## src/inc/motor_comp_pkg.sv

```systemverilog
// Notes on behaviour
// - Hold system resistance, 0 to 800 milliohm, default 50, for compensation only.
// - Load compensation resistance is a percentage of system resistance, default 70.
// - Throttle neutral near zero speed applies rollback percentage, up to 125, default 90.
// - Sensor enabled takes pulses from analog input six; disabled by default.
// - While sensor enabled, switch six reads off whatever its pin level.
// - Speed limiting, on by default, holds measured speed at or below maximum only while the sensor is also enabled.
// - Encoder fault when duty exceeds threshold, default 25, and no pulses arrive.
// - Speed uses pulses per revolution, 1 to 32, default 16.
// - Maximum speed 100 to 6000 rpm, default 3000, is the limit target; writes are not clamped to that range.
// - Proportional gain, default 20, scales the limit correction.
// - Integral gain, default 20, drives steady error to zero at maximum speed.
//
// Purpose: Shared constants and types of the motor compensation and speed limit block.
// Assumes: AXI4-Lite register access with 32-bit data, one clock.
// Notes:   Percent scaling uses a multiply by 656 and a shift by 16.
package motor_comp_pkg;
    localparam int CLK_HZ            = 250_000_000;
    localparam int SAMPLE_US         = 10_000;
    localparam int SAMPLE_CYCLES_DEF = CLK_HZ / 1_000_000 * SAMPLE_US;
    localparam int SEC_PER_MIN       = 60;

    localparam logic [7:0] OFS_CTRL    = 8'h00;
    localparam logic [7:0] OFS_SYS_RES = 8'h04;
    localparam logic [7:0] OFS_LOAD    = 8'h08;
    localparam logic [7:0] OFS_ROLL    = 8'h0c;
    localparam logic [7:0] OFS_ENC_THR = 8'h10;
    localparam logic [7:0] OFS_PPR     = 8'h14;
    localparam logic [7:0] OFS_MAX_RPM = 8'h18;
    localparam logic [7:0] OFS_KP      = 8'h1c;
    localparam logic [7:0] OFS_KI      = 8'h20;
    localparam logic [7:0] OFS_RPM     = 8'h24;
    localparam logic [7:0] OFS_IRQ_ST  = 8'h28;
    localparam logic [7:0] OFS_IRQ_MSK = 8'h2c;
    localparam logic [7:0] OFS_COMP    = 8'h30;
    localparam logic [7:0] OFS_DUTY    = 8'h34;

    localparam int CTRL_SENSOR_BIT = 0;
    localparam int CTRL_LIMIT_BIT  = 1;
    localparam int IRQ_ENC_BIT     = 0;
    localparam int IRQ_LIMIT_BIT   = 1;
    localparam int IRQ_SAMPLE_BIT  = 2;
    localparam int IRQ_W           = 3;

    localparam logic [1:0]  CTRL_RST    = 2'h2;
    localparam logic [9:0]  SYS_RES_RST = 10'h032;
    localparam logic [9:0]  SYS_RES_MAX = 10'h320;
    localparam logic [6:0]  LOAD_RST    = 7'h46;
    localparam logic [6:0]  ROLL_RST    = 7'h5a;
    localparam logic [6:0]  ENC_THR_RST = 7'h19;
    localparam logic [5:0]  PPR_RST     = 6'h10;
    localparam logic [5:0]  PPR_MIN     = 6'h01;
    localparam logic [5:0]  PPR_MAX     = 6'h20;
    localparam logic [12:0] MAX_RPM_RST = 13'h0bb8;
    localparam logic [6:0]  KP_RST      = 7'h14;
    localparam logic [6:0]  KI_RST      = 7'h14;
    localparam logic [6:0]  LOAD_MAX    = 7'h64;
    localparam logic [6:0]  ROLL_MAX    = 7'h7d;
    localparam logic [12:0] NEAR_ZERO_RPM = 13'h0032;
    localparam logic [12:0] RPM_SAT     = 13'h1fff;
    localparam logic [6:0]  DUTY_FULL   = 7'h64;

    localparam int PCT_MUL    = 656;
    localparam int PCT_SHIFT  = 16;
    localparam int CORR_SHIFT = 6;
    localparam logic signed [23:0] INTEG_MAX = 24'sh03ffff;

    localparam logic [1:0] RESP_OKAY   = 2'h0;
    localparam logic [1:0] RESP_SLVERR = 2'h2;

    localparam int DIV_W  = 40;
    localparam int DVSR_W = 6;

    typedef struct packed {
        logic [DIV_W-1:0]  dividend;
        logic [DVSR_W-1:0] divisor;
    } div_req_t;

    typedef enum logic [1:0] {MEAS_WAIT, MEAS_START, MEAS_DIV, MEAS_LOOP} meas_state_t;
endpackage

```

## src/rtl/rpm_divider.sv

```systemverilog
// Purpose: Restoring divider that turns an edge product into rpm.
// Assumes: Divisor is never zero; the caller clamps it.
// Notes:   One quotient bit per clock, so a result takes DIV_W cycles.
`timescale 1ns/100ps
module rpm_divider (
    input  wire logic                                aclk,
    input  wire logic                                aresetn,
    input  wire logic                                start,
    input  wire motor_comp_pkg::div_req_t            req,
    output logic                                     done,
    output logic [motor_comp_pkg::DIV_W-1:0]         quotient
);
    import motor_comp_pkg::*;

    logic [DVSR_W:0]  rem;
    logic [DVSR_W-1:0] dvsr;
    logic [DIV_W-1:0] shreg;
    logic [5:0]       count;
    logic             busy;
    logic [DVSR_W:0]  trial;

    always_comb begin
        trial = {rem[DVSR_W-1:0], shreg[DIV_W-1]};
    end

    always_ff @(posedge aclk) begin
        if (!aresetn) begin
            rem      <= '0;
            dvsr     <= '0;
            shreg    <= '0;
            count    <= '0;
            busy     <= 1'b0;
            done     <= 1'b0;
            quotient <= '0;
        end else begin
            done <= 1'b0;
            if (start && !busy) begin
                rem   <= '0;
                dvsr  <= req.divisor;
                shreg <= req.dividend;
                count <= 6'(DIV_W);
                busy  <= 1'b1;
            end else if (busy) begin
                if (trial >= {1'b0, dvsr}) begin
                    rem   <= trial - {1'b0, dvsr};
                    shreg <= {shreg[DIV_W-2:0], 1'b1};
                end else begin
                    rem   <= trial;
                    shreg <= {shreg[DIV_W-2:0], 1'b0};
                end
                count <= count - 6'h01;
                if (count == 6'h01) begin
                    busy <= 1'b0;
                    done <= 1'b1;
                    quotient <= (trial >= {1'b0, dvsr}) ? {shreg[DIV_W-2:0], 1'b1}
                                                        : {shreg[DIV_W-2:0], 1'b0};
                end
            end
        end
    end
endmodule

```

## src/rtl/motor_comp_speed_limit.sv

```systemverilog
// Purpose: Load and rollback compensation, pulse speed sensing and a PI speed limit.
// Assumes: duty_cmd is a percentage no larger than 100; analog6_data is on aclk.
// Notes:   Speed refreshes once per sample window; the loop reacts no faster.
`timescale 1ns/100ps
module motor_comp_speed_limit #(
    parameter int SAMPLE_CYCLES = motor_comp_pkg::SAMPLE_CYCLES_DEF
) (
    input  wire logic        aclk,
    input  wire logic        aresetn,
    input  wire logic [7:0]  s_axi_awaddr,
    input  wire logic        s_axi_awvalid,
    output logic             s_axi_awready,
    input  wire logic [31:0] s_axi_wdata,
    input  wire logic [3:0]  s_axi_wstrb,
    input  wire logic        s_axi_wvalid,
    output logic             s_axi_wready,
    output logic [1:0]       s_axi_bresp,
    output logic             s_axi_bvalid,
    input  wire logic        s_axi_bready,
    input  wire logic [7:0]  s_axi_araddr,
    input  wire logic        s_axi_arvalid,
    output logic             s_axi_arready,
    output logic [31:0]      s_axi_rdata,
    output logic [1:0]       s_axi_rresp,
    output logic             s_axi_rvalid,
    input  wire logic        s_axi_rready,
    input  wire logic        analog6_pin,
    input  wire logic [11:0] analog6_data,
    input  wire logic        switch6_pin,
    input  wire logic        throttle_neutral,
    input  wire logic [6:0]  duty_cmd,
    output logic [11:0]      analog6_value,
    output logic             switch6_state,
    output logic [6:0]       duty_out,
    output logic [9:0]       comp_res_mohm,
    output logic             encoder_fault,
    output logic             irq
);
    import motor_comp_pkg::*;

    localparam logic [31:0] WIN_LAST  = 32'(SAMPLE_CYCLES - 1);
    localparam logic [23:0] RPM_SCALE = 24'(SEC_PER_MIN * (CLK_HZ / SAMPLE_CYCLES));

    ////////////////////////////////////////////////////////////////////////////
    // Configuration and interrupt state.

    logic [1:0]        ctrl;
    logic [9:0]        sys_res;
    logic [6:0]        load_pct;
    logic [6:0]        roll_pct;
    logic [6:0]        enc_thr;
    logic [5:0]        ppr;
    logic [12:0]       max_rpm;
    logic [6:0]        speed_limit_prop_gain;
    logic [6:0]        speed_limit_int_gain;
    logic [IRQ_W-1:0]  irq_status;
    logic [IRQ_W-1:0]  irq_mask;
    logic [IRQ_W-1:0]  irq_events;

    logic              sensor_en;
    logic              limit_en;

    assign sensor_en = ctrl[CTRL_SENSOR_BIT];
    assign limit_en  = ctrl[CTRL_LIMIT_BIT];

    ////////////////////////////////////////////////////////////////////////////
    // AXI4-Lite slave.

    logic [7:0]  wr_addr;
    logic [31:0] wr_data;
    logic [3:0]  wr_strb;
    logic        aw_full;
    logic        w_full;
    logic        do_write;
    logic        wr_hit;
    logic [31:0] rd_word;
    logic        rd_hit;

    assign do_write = aw_full && w_full && !s_axi_bvalid;

    function automatic logic [31:0] merge(input logic [31:0] old, input logic [31:0] nw,
                                          input logic [3:0] strb);
        logic [31:0] m;
        m = {{8{strb[3]}}, {8{strb[2]}}, {8{strb[1]}}, {8{strb[0]}}};
        return (old & ~m) | (nw & m);
    endfunction

    always_ff @(posedge aclk) begin
        if (!aresetn) begin
            s_axi_awready <= 1'b1;
            s_axi_wready  <= 1'b1;
            s_axi_bvalid  <= 1'b0;
            s_axi_bresp   <= RESP_OKAY;
            aw_full       <= 1'b0;
            w_full        <= 1'b0;
            wr_addr       <= '0;
            wr_data       <= '0;
            wr_strb       <= '0;
        end else begin
            if (s_axi_awvalid && s_axi_awready) begin
                wr_addr       <= s_axi_awaddr;
                aw_full       <= 1'b1;
                s_axi_awready <= 1'b0;
            end
            if (s_axi_wvalid && s_axi_wready) begin
                wr_data      <= s_axi_wdata;
                wr_strb      <= s_axi_wstrb;
                w_full       <= 1'b1;
                s_axi_wready <= 1'b0;
            end
            if (do_write) begin
                aw_full      <= 1'b0;
                w_full       <= 1'b0;
                s_axi_bvalid <= 1'b1;
                s_axi_bresp  <= wr_hit ? RESP_OKAY : RESP_SLVERR;
            end else if (s_axi_bvalid && s_axi_bready) begin
                s_axi_bvalid  <= 1'b0;
                s_axi_awready <= 1'b1;
                s_axi_wready  <= 1'b1;
            end
        end
    end

    always_comb begin
        case (wr_addr)
            OFS_CTRL, OFS_SYS_RES, OFS_LOAD, OFS_ROLL, OFS_ENC_THR, OFS_PPR,
            OFS_MAX_RPM, OFS_KP, OFS_KI, OFS_IRQ_ST, OFS_IRQ_MSK: wr_hit = 1'b1;
            default: wr_hit = 1'b0;
        endcase
    end

    always_ff @(posedge aclk) begin
        if (!aresetn) begin
            s_axi_arready <= 1'b1;
            s_axi_rvalid  <= 1'b0;
            s_axi_rdata   <= '0;
            s_axi_rresp   <= RESP_OKAY;
        end else if (s_axi_arvalid && s_axi_arready) begin
            s_axi_arready <= 1'b0;
            s_axi_rvalid  <= 1'b1;
            s_axi_rdata   <= rd_word;
            s_axi_rresp   <= rd_hit ? RESP_OKAY : RESP_SLVERR;
        end else if (s_axi_rvalid && s_axi_rready) begin
            s_axi_rvalid  <= 1'b0;
            s_axi_arready <= 1'b1;
        end
    end

    logic [12:0] rpm;

    always_comb begin
        rd_hit = 1'b1;
        case (s_axi_araddr)
            OFS_CTRL:    rd_word = {30'h0, ctrl};
            OFS_SYS_RES: rd_word = {22'h0, sys_res};
            OFS_LOAD:    rd_word = {25'h0, load_pct};
            OFS_ROLL:    rd_word = {25'h0, roll_pct};
            OFS_ENC_THR: rd_word = {25'h0, enc_thr};
            OFS_PPR:     rd_word = {26'h0, ppr};
            OFS_MAX_RPM: rd_word = {19'h0, max_rpm};
            OFS_KP:      rd_word = {25'h0, speed_limit_prop_gain};
            OFS_KI:      rd_word = {25'h0, speed_limit_int_gain};
            OFS_RPM:     rd_word = {19'h0, rpm};
            OFS_IRQ_ST:  rd_word = {29'h0, irq_status};
            OFS_IRQ_MSK: rd_word = {29'h0, irq_mask};
            OFS_COMP:    rd_word = {22'h0, comp_res_mohm};
            OFS_DUTY:    rd_word = {24'h0, encoder_fault, duty_out};
            default: begin
                rd_word = 32'h0;
                rd_hit  = 1'b0;
            end
        endcase
    end

    ////////////////////////////////////////////////////////////////////////////
    // Register writes. Resistance, load, rollback and ppr values are clamped so the math stays sane.

    logic [31:0] wv;

    always_comb begin
        case (wr_addr)
            OFS_CTRL:    wv = merge({30'h0, ctrl}, wr_data, wr_strb);
            OFS_SYS_RES: wv = merge({22'h0, sys_res}, wr_data, wr_strb);
            OFS_PPR:     wv = merge({26'h0, ppr}, wr_data, wr_strb);
            OFS_MAX_RPM: wv = merge({19'h0, max_rpm}, wr_data, wr_strb);
            default:     wv = merge(32'h0, wr_data, wr_strb);
        endcase
    end

    always_ff @(posedge aclk) begin
        if (!aresetn) begin
            ctrl                  <= CTRL_RST;
            sys_res               <= SYS_RES_RST;
            load_pct              <= LOAD_RST;
            roll_pct              <= ROLL_RST;
            enc_thr               <= ENC_THR_RST;
            ppr                   <= PPR_RST;
            max_rpm               <= MAX_RPM_RST;
            speed_limit_prop_gain <= KP_RST;
            speed_limit_int_gain  <= KI_RST;
            irq_mask              <= '0;
        end else if (do_write && wr_strb != 4'h0) begin
            case (wr_addr)
                OFS_CTRL:    ctrl <= wv[1:0];
                OFS_SYS_RES: sys_res <= (wv[31:0] > 32'(SYS_RES_MAX)) ? SYS_RES_MAX
                                                                      : wv[9:0];
                OFS_LOAD:    if (wr_strb[0]) load_pct <= (wv > 32'(LOAD_MAX)) ? LOAD_MAX
                                                                             : wv[6:0];
                OFS_ROLL:    if (wr_strb[0]) roll_pct <= (wv > 32'(ROLL_MAX)) ? ROLL_MAX
                                                                             : wv[6:0];
                OFS_ENC_THR: if (wr_strb[0]) enc_thr <= wv[6:0];
                OFS_PPR: begin
                    if (wv[31:0] < 32'(PPR_MIN))      ppr <= PPR_MIN;
                    else if (wv[31:0] > 32'(PPR_MAX)) ppr <= PPR_MAX;
                    else                              ppr <= wv[5:0];
                end
                OFS_MAX_RPM: max_rpm <= wv[12:0];
                OFS_KP:      if (wr_strb[0]) speed_limit_prop_gain <= wv[6:0];
                OFS_KI:      if (wr_strb[0]) speed_limit_int_gain <= wv[6:0];
                OFS_IRQ_MSK: if (wr_strb[0]) irq_mask <= wv[IRQ_W-1:0];
                default: ;
            endcase
        end
    end

    // A new event wins over a write-one-to-clear in the same cycle.
    always_ff @(posedge aclk) begin
        if (!aresetn) begin
            irq_status <= '0;
        end else if (do_write && wr_addr == OFS_IRQ_ST && wr_strb[0]) begin
            irq_status <= (irq_status & ~wr_data[IRQ_W-1:0]) | irq_events;
        end else begin
            irq_status <= irq_status | irq_events;
        end
    end

    always_ff @(posedge aclk) begin
        if (!aresetn) irq <= 1'b0;
        else          irq <= |(irq_status & irq_mask);
    end

    ////////////////////////////////////////////////////////////////////////////
    // Pin synchronisers and shared analog six / switch six use.

    logic [1:0] pulse_sync;
    logic [1:0] sw_sync;
    logic       pulse_prev;
    logic       pulse_edge;

    always_ff @(posedge aclk) begin
        if (!aresetn) begin
            pulse_sync <= '0;
            sw_sync    <= '0;
            pulse_prev <= 1'b0;
        end else begin
            pulse_sync <= {pulse_sync[0], analog6_pin};
            sw_sync    <= {sw_sync[0], switch6_pin};
            pulse_prev <= pulse_sync[1];
        end
    end

    assign pulse_edge = sensor_en && pulse_sync[1] && !pulse_prev;

    always_ff @(posedge aclk) begin
        if (!aresetn) begin
            analog6_value <= '0;
            switch6_state <= 1'b0;
        end else begin
            analog6_value <= sensor_en ? 12'h000 : analog6_data;
            switch6_state <= sensor_en ? 1'b0 : sw_sync[1];
        end
    end

    ////////////////////////////////////////////////////////////////////////////
    // Speed measurement: edges per window, then edges * scale / ppr.

    meas_state_t state;
    logic [31:0] win_cnt;
    logic [15:0] edge_cnt;
    logic [15:0] edges_last;
    logic        win_end;
    logic        div_done;
    logic [DIV_W-1:0] div_q;
    div_req_t    div_req;

    assign win_end = (win_cnt == WIN_LAST);

    always_ff @(posedge aclk) begin
        if (!aresetn) begin
            win_cnt    <= '0;
            edge_cnt   <= '0;
            edges_last <= '0;
        end else if (win_end) begin
            win_cnt    <= '0;
            edges_last <= edge_cnt;
            edge_cnt   <= {15'h0, pulse_edge};
        end else begin
            win_cnt <= win_cnt + 32'h1;
            if (pulse_edge && edge_cnt != 16'hffff) edge_cnt <= edge_cnt + 16'h1;
        end
    end

    assign div_req.dividend = 40'(edges_last * RPM_SCALE);
    assign div_req.divisor  = ppr;

    always_ff @(posedge aclk) begin
        if (!aresetn) begin
            state <= MEAS_WAIT;
            rpm   <= '0;
        end else begin
            case (state)
                MEAS_WAIT:  if (win_end) state <= MEAS_START;
                MEAS_START: state <= MEAS_DIV;
                MEAS_DIV: begin
                    if (div_done) begin
                        rpm   <= (div_q > 40'(RPM_SAT)) ? RPM_SAT : div_q[12:0];
                        state <= MEAS_LOOP;
                    end
                end
                MEAS_LOOP:  state <= MEAS_WAIT;
                default:    state <= MEAS_WAIT;
            endcase
        end
    end

    rpm_divider u_div (
        .aclk     (aclk),
        .aresetn  (aresetn),
        .start    (state == MEAS_START),
        .req      (div_req),
        .done     (div_done),
        .quotient (div_q)
    );

    ////////////////////////////////////////////////////////////////////////////
    // PI speed limit, updated once per speed sample. It only ever removes duty.

    logic signed [14:0] err;
    logic signed [35:0] p_term;
    logic signed [35:0] i_term;
    logic signed [23:0] integ;
    logic signed [35:0] integ_sum;
    logic signed [35:0] corr;
    logic [6:0]         reduce;
    logic [6:0]         next_reduce;
    logic signed [23:0] next_integ;

    always_comb begin
        err       = $signed({2'b00, rpm}) - $signed({2'b00, max_rpm});
        p_term    = (36'(err) * $signed({1'b0, speed_limit_prop_gain})
                     * 36'sd656) >>> PCT_SHIFT;
        i_term    = (36'(err) * $signed({1'b0, speed_limit_int_gain})
                     * 36'sd656) >>> PCT_SHIFT;
        integ_sum = 36'(integ) + i_term;
        if (integ_sum < 0)                   next_integ = 24'sh0;
        else if (integ_sum > 36'(INTEG_MAX)) next_integ = INTEG_MAX;
        else                                 next_integ = integ_sum[23:0];
        corr = (p_term + 36'(next_integ)) >>> CORR_SHIFT;
        if (corr <= 0)                    next_reduce = 7'h00;
        else if (corr > 36'(DUTY_FULL))   next_reduce = DUTY_FULL;
        else                              next_reduce = corr[6:0];
    end

    always_ff @(posedge aclk) begin
        if (!aresetn) begin
            integ  <= '0;
            reduce <= '0;
        end else if (!(limit_en && sensor_en)) begin
            integ  <= '0;
            reduce <= '0;
        end else if (state == MEAS_LOOP) begin
            integ  <= next_integ;
            reduce <= next_reduce;
        end
    end

    always_ff @(posedge aclk) begin
        if (!aresetn) duty_out <= '0;
        else          duty_out <= (duty_cmd > reduce) ? duty_cmd - reduce : 7'h00;
    end

    ////////////////////////////////////////////////////////////////////////////
    // Compensation resistance and encoder fault.

    logic [16:0] load_mul;
    logic [16:0] roll_mul;
    logic [26:0] pct_res;

    always_comb begin
        load_mul = 17'(sys_res * load_pct);
        roll_mul = 17'(sys_res * roll_pct);
        if (throttle_neutral && rpm < NEAR_ZERO_RPM) pct_res = 27'(roll_mul * 27'(PCT_MUL));
        else                                         pct_res = 27'(load_mul * 27'(PCT_MUL));
    end

    always_ff @(posedge aclk) begin
        if (!aresetn) begin
            comp_res_mohm <= '0;
            encoder_fault <= 1'b0;
        end else begin
            comp_res_mohm <= pct_res[25:16];
            encoder_fault <= sensor_en && edges_last == 16'h0 && duty_out > enc_thr;
        end
    end

    logic fault_now;
    logic limit_prev;

    assign fault_now = sensor_en && edges_last == 16'h0 && duty_out > enc_thr;

    always_ff @(posedge aclk) begin
        if (!aresetn) limit_prev <= 1'b0;
        else          limit_prev <= reduce != 7'h00;
    end

    assign irq_events[IRQ_ENC_BIT]    = fault_now && !encoder_fault;
    assign irq_events[IRQ_LIMIT_BIT]  = reduce != 7'h00 && !limit_prev;
    assign irq_events[IRQ_SAMPLE_BIT] = state == MEAS_LOOP;
endmodule

```

## config.mk

```make
export PLATFORM = sky130hd
export DESIGN_NAME = motor_comp_speed_limit
export DESIGN_NICKNAME = d
export VERILOG_FILES = /design/src/inc/motor_comp_pkg.sv /design/src/rtl/rpm_divider.sv /design/src/rtl/motor_comp_speed_limit.sv
export SDC_FILE = /design/constraint.sdc
export NUM_CORES = 2
export LEC_CHECK = 0
export ABC_AREA = 1
export BUFFER_PORTS_ARGS = -buffer_cell sky130_fd_sc_hd__buf_2
export CORE_MARGIN = 3
export CORE_UTILIZATION = 45
export DETAILED_ROUTE_END_ITERATION = 7
export PLACE_DENSITY = 0.71
export SETUP_SLACK_MARGIN = 0.4
export SLEW_MARGIN = 25
export SYNTH_ARGS = -nofsm -noshare
export SYNTH_HDL_FRONTEND = slang
export SYNTH_SLANG_ARGS = --single-unit
```

## constraint.sdc

```tcl
create_clock -name aclk -period 20.7 [get_ports aclk]
set_clock_uncertainty 0.2 [all_clocks]
set_input_delay 4.14 -clock aclk [delete_from_list [all_inputs] [get_ports aclk]]
set_output_delay 4.14 -clock aclk [all_outputs]
set_load 0.02 [all_outputs]
```

## Word level (Yosys, flattened, before mapping)

Cells that the tools add are included.
Widths: inputs -> output; s select.

| word-level totals | value |
|---|---|
| output and inout port bits | 73 |
| flip-flop bits (word level) | 407 |
| input bits | 81 |
| word-level logic and storage cells | 234 |

| cells by class | value |
|---|---|
| multiply operators | 9 |
| add/sub/neg operators | 8 |
| eq/ne operators | 31 |
| multiplexer cells | 45 |
| magnitude comparators | 14 |
| bitwise operators | 18 |
| reduce and logical (&&, ||, !) cells | 58 |

Operators with widths:

| kind | count |
|---|---|
| $pmux 13 s14 | 1 |
| $or 32x32->32 | 4 |
| $pmux 32 s4 | 1 |
| $eq 8x6->1 const B | 9 |
| $eq 8x5->1 const B | 8 |
| $gt 32x7->1 const B | 2 |
| $mul 22x7->29 const B | 2 |
| $mux 29 | 2 |
| $mux 24 | 2 |
| $mul 14x8->22 | 2 |
| $mul 17x6->22 const B | 2 |
| $gt 40x13->1 const B | 1 |
| $gt 36x7->1 const B | 1 |
| $mul 10x7->17 | 2 |
| $add 32x1->32 const B | 1 |
| $and 10x32->32 | 1 |
| $and 13x32->32 | 1 |
| $and 2x32->32 | 1 |
| $and 32x32->32 | 1 |
| $and 6x32->32 | 1 |
| $eq 32x22->1 const B | 1 |
| $eq 8x4->1 const B | 4 |
| $gt 32x10->1 const B | 1 |
| $gt 32x6->1 const B | 1 |
| other kinds (50) | 131 |

## Longest topological paths before layout

| logic depth | value |
|---|---|
| word-level depth | 11 |
| mapped depth | 92 |
| mapped depth without buffers | 91 |

## Modules after synthesis

Synthesis repeated with hierarchy kept, for this count alone.

| second synthesis, totals | value |
|---|---|
| cell total of the unflattened synthesis | 5605 |
| area, all modules | 42006.5 um2 |

Modules (own cells, without submodules):

| module | area an instance (um2) | cells each | times used |
|---|---|---|---|
| motor_comp_speed_limit | 37588.6 | 5006 | 1 |
| rpm_divider | 4418.0 | 599 | 1 |

## Worst setup path after synthesis

No wires, ideal clock.

| timing path | value |
|---|---|
| kind | reg-to-reg |
| from | register max_rpm[2] |
| to | register reduce[2] |
| period minus slack after synthesis | 13380 ps |
| library setup time | 112 ps |
| cell stages (with the launch flop) | 87 |
| data arrival time | 13068 ps |
| required time | 20388 ps |
| slack | 7320 ps |
| cell sequence | dfxtp_1 > inv_1 > ha_1 > nand2_1 > nor2_1 > a211oi_1 > inv_1 > nand2_1 > nand2_1 > a21oi_1 > or2_1 > nand2_1 > a21oi_1 > or2_1 > nand2_1 > a21oi_1 > inv_1 > nand2_1 > [... 51 more ...] > a21oi_1 > inv_1 > a21oi_1 > inv_1 > a21oi_1 > inv_1 > a21oi_1 > nand2_1 > xnor2_1 > nand3_1 > nor2_2 > nand2_2 > nor2_4 > nand2_2 > nor2_4 > nand2_1 > nand2_1 > nand2_1 |

| on the way | value |
|---|---|
| cells in the longest elaborated chain, start to end | 11 |
| elaborated cells on any way between the ends | 15 |
| those cells by class | add/sub: 3; mul: 4; order compare: 4; mux: 4 |

RTL lines:

| item | RTL line | RTL |
|---|---|---|
| start, declared | motor_comp_speed_limit.sv:53 | `logic [12:0] max_rpm;` |
| start signal, assigned | motor_comp_speed_limit.sv:217 | `OFS_MAX_RPM: max_rpm <= wv[12:0];` |
| $sub 13x13->14 * | motor_comp_speed_limit.sv:349 | `err = $signed({2'b00, rpm}) - $signed({2'b00, max_rpm});` |
| $mul 14x8->22 * | motor_comp_speed_limit.sv:352 | `i_term = (36'(err) * $signed({1'b0, speed_limit_int_gain})` |
| $mul 22x7->29 * | motor_comp_speed_limit.sv:353 | `* 36'sd656) >>> PCT_SHIFT;` |
| $add 24x17->25 * | motor_comp_speed_limit.sv:354 | `integ_sum = 36'(integ) + i_term;` |
| $gt 25x19->1 | motor_comp_speed_limit.sv:356 | `else if (integ_sum > 36'(INTEG_MAX)) next_integ = INTEG_MAX;` |
| $mux 24 | motor_comp_speed_limit.sv:356 |  |
| $mux 24 * | motor_comp_speed_limit.sv:355 | `if (integ_sum < 0) next_integ = 24'sh0;` |
| net next_integ[6] | motor_comp_speed_limit.sv:346 | `logic signed [23:0] next_integ;` |
| $add 17x24->25 * | motor_comp_speed_limit.sv:358 | `corr = (p_term + 36'(next_integ)) >>> CORR_SHIFT;` |
| $gt 36x7->1 | motor_comp_speed_limit.sv:360 | `else if (corr > 36'(DUTY_FULL)) next_reduce = DUTY_FULL;` |
| $mux 7 | motor_comp_speed_limit.sv:360 |  |
| $mux 7 * | motor_comp_speed_limit.sv:359 | `if (corr <= 0) next_reduce = 7'h00;` |
| end signal, assigned | motor_comp_speed_limit.sv:373 | `reduce <= next_reduce;` |
| end, declared | motor_comp_speed_limit.sv:344 | `logic [6:0] reduce;` |

The timed path passes the listed nets; every way through them passes the cells marked *.
A chain may end at the register's enable or synchronous reset.

## Final worst setup path

| timing path | value |
|---|---|
| from | register max_rpm[2] |
| to | register reduce[6] |

Same word-level chain as after synthesis.

==> run_results.csv <==
group,metric,value,unit
clock_tree,numCtsBuffers,43,
cells_and_area,area_growth,7.77,%
worst_setup_path,crit_end,"reduce[6]",
synthesis,netlist_top_cells_area,"dfxtp_1 19%, fa_1 18%, ha_1 17%, inv_1 11%, nand2_1 8.3%",
power,p_sw,2.37,mW
synthesis,synth_most_common_cell,"inv_1",
synthesis,async_flop_share,0,%
clock_tree,clkSlewWorstSetupHoldPaths,70,ps
sta,fin_crit_sh,75.4,%
cells_and_area,post_route_cells_drive_above_1_share,5.88,%
worst_setup_path,startpoint_type,"flop",
clock_tree,clkLatencyLatePin,630,ps
worst_setup_path,reg2reg_to,"reduce[6]",
place,place_area,43500,µm²
power,p_int,2.17,mW
drt,vias,36000,
status,outcome,"complete, no violations",
clock_tree,cts-root-buf,"clkbuf_16",
synthesis,synthFlopType,"dfxtp_1",
sta,maxSlewHeadroom,25.0,%
drt,drc,0,
clock_tree,clockBufferDepth,3,
clock_tree,post-cts-setup-buffers,0,
synthesis,yosysSeqAreaShare,18.5,%
synthesis,synth_cell_types,64,
sta,max_freq,0.0641,GHz
power,p_clk_share,17.1,%
global_routing,grt_overflow,0,
worst_setup_path,slowest_delay,730,ps
cells_and_area,fillers,9049,
global_routing,antenna_found_initial,1,
drt,drt-initial-drc-count,2454,
place,hpwl,91600,µm
worst_setup_path,cpMaxStageDelayCell,"xor2_1",
drt,routed_via_density,5.17,
drt,dr.pass1.iters,8,
worst_setup_path,reg2reg_depth,81,
cells_and_area,fin_cells,6956,
global_routing,grt_max_degree,70,
sta,setup_violations,0,
worst_setup_path,critPathCaptureType,"flop",
synthesis,synth_area_leader_cell,"dfxtp_1",
job,cap_violations,0,
clock_tree,cts_resized,0,
worst_setup_path,r2r-start,"max_rpm[2]",
floorplan,die_area,96400,µm²
place,place.gp.congestion,0.993,
sta,fin_tns_setup,0,ps
synthesis,synth_seq_cells,386,
worst_setup_path,crit_fanout,21,
worst_setup_path,worst-setup-path-type,"reg2reg",
worst_setup_path,required,20990,ps
sta,worstMarginPinSlew,1100,ps
clock_tree,cts_tree,"built",
cells_and_area,fin_nets,6690,
global_routing,track_usage,23.2,%
worst_setup_path,worstPathArrival,15910,ps
cells_and_area,fin_area,45000,µm²
floorplan,die_w,310,µm
synthesis,syn_area_per_cell,7.43,µm²
global_routing,grt_pass1_wl,180000,µm
synthesis,synth_edf_count,0,
synthesis,synth_top_area_share,18.5,%
sta,rsz0062_at_grt,"no",
synthesis,syn_inst,5615,
min_path,min_path_type,"reg2reg",
drt,antenna_left,0,
floorplan,boundaryPins,154,
sta,hold_violations,0,
sta,drv_slew,0,
power,power_density,101,nW/µm²
place,portBuffers,132,
power,p_total,4.53,mW
worst_setup_path,critical_path.startpoint,"max_rpm[2]",
sta,min_period,15610,ps
place,placedCellCount,6877,
clock_tree,htreeDepth,2,
worst_setup_path,path_common_cell,"nand2_1",
clock_tree,hold_buffers,0,
synthesis,synth_top_cells_by_count,"1240 x inv_1, 927 x nand2_1, 564 x ha_1",
synthesis,yosysWarnings,0,
drt,wl_per_cell,16.1,µm
power,switching_share,52.2,%
floorplan,start_util,45.4,%
worst_setup_path,r2r_slack,5090,ps
drt,wl,112000,µm
clock_tree,cts_sinks,386,
floorplan,num_rows,111,
floorplan,fp.dieH,310,µm
floorplan,core_area,91800,µm²
power,seqPwrFrac,17.7,%
power,p_leak,23.7,nW
global_routing,grt_pass1_vias,35300,
power,pwr-share-comb,65.2,%
synthesis,synthesis.area,41700,µm²
power,irDropWorstVdd,0.000175,V
[stage by stage]
step           worst slack [ps]  utilization, %  hold WS [ps]
6_report                   5090            49.0           211
5_1_grt                    3580            49.0           226
4_1_cts                    5110            49.0           212
3_5_place_dp               5180            47.4           197
3_3_place_gp               5540            47.4           199
2_1_floorplan              7320               -           190
[sequential cells by signal (all words and copies together) (netlist names), 13 cells and up]
name            count
s_axi_rdata        13
integ              24
wr_data            32
edges_last         16
u_div.shreg        40
edge_cnt           16
rpm                13
max_rpm            13
u_div.quotient     40
win_cnt            32
[power groups by stage]
stage | Clock (mW) | Combinational [mW] | Sequential [mW]
floorplan | 0 | 2.26 | 0.809
global placement | 0 | 2.90 | 0.817
detailed placement | 0 | 2.90 | 0.817
CTS | 0.790 | 2.92 | 0.801
global route | 0.815 | 3.32 | 0.804
finish | 0.776 | 2.96 | 0.801
[worst max-delay path: cells and delay by family (launching register included)]
| kind | cells | cell delay [ps] |
|---|---|---|
| buffers and inverters | 14 | 1160 |
| flip-flops | 1 | 310 |
| AO/OA/AOI/OAI | 17 | 2860 |
| AND/OR/NAND/NOR | 36 | 4500 |
| XOR/XNOR | 4 | 1920 |
| adder cells (fa/ha/maj) | 10 | 4510 |
[layout by cell type (no fill, tap or decap), types with 11 or more instances in the layout]
master / count
xor2_1: 87
nor2_1: 472
nand3_1: 138
a21o_1: 16
nor4_1: 25
nand2_2: 25
inv_1: 1238
nand2_1: 927
o221ai_1: 13
buf_4: 24
a221oi_1: 14
fa_1: 366
a21oi_1: 412
dfxtp_1: 385
o31ai_1: 15
inv_2: 11
conb_1: 27
nand4_1: 41
buf_2: 131
o21ai_0: 309
xnor2_1: 50
nor2_2: 13
ha_1: 564
o22ai_1: 33
a31oi_1: 51
or2_2: 15
nor3_1: 58
clkbuf_16: 43
a211oi_1: 14
o21bai_1: 22
[final cells by class]
| type | instances | area, µm² | area share (%) |
|---|---|---|---|
| Timing Repair Buffer | 155 | 836 | 1.86 |
| Clock buffer | 51 | 1140 | 2.53 |
| Antenna cell | 3 | 7.51 | 0.0167 |
| Tap cell | 1243 | 1560 | 3.46 |
| Clock inverter | 25 | 275 | 0.612 |
| Sequential cell | 386 | 7730 | 17.2 |
| Inverter | 1257 | 4720 | 10.5 |
| Multi-Input combinational cell | 3836 | 28700 | 63.8 |
[logic make-up (layout without fill, tap and decap cells)]
group	Yosys count	in the layout	synth area share (%)
compound gates	963	963	12.9
xor+xnor	141	141	3.07
fa+ha+maj	930	930	34.5
buf+inv	1419	1488	13.0
flops	386	386	18.5
other cells	1	30	0.00899
simple gates	1775	1775	18.1
[worst min path at each step]
stage | end | cells after the start | start
after global routing | switch6_state | 2 | sw_sync[1]
final | sw_sync[1] | 2 | sw_sync[0]
after CTS | sw_sync[1] | 2 | sw_sync[0]
after detailed placement | sw_sync[1] | 2 | sw_sync[0]
after global placement | switch6_state | 2 | sw_sync[1]
after floorplan | pulse_sync[1] | 2 | pulse_sync[0]
[per-layer routing]
metal | GRT usage (%) | part of all wire, % | wire length (µm) | vias to the layer above
met3 | 3.41 | 6.2 | 6990 | 251
met5 | 0 | 0 | 0 | -
li1 | - | - | - | 17800
met1 | 30.0 | 43 | 48400 | 16900
met2 | 39.3 | 46 | 52100 | 1030
met4 | 8.85 | 4.1 | 4640 | 0
Note: power is estimated with default switching activity, not from simulation.
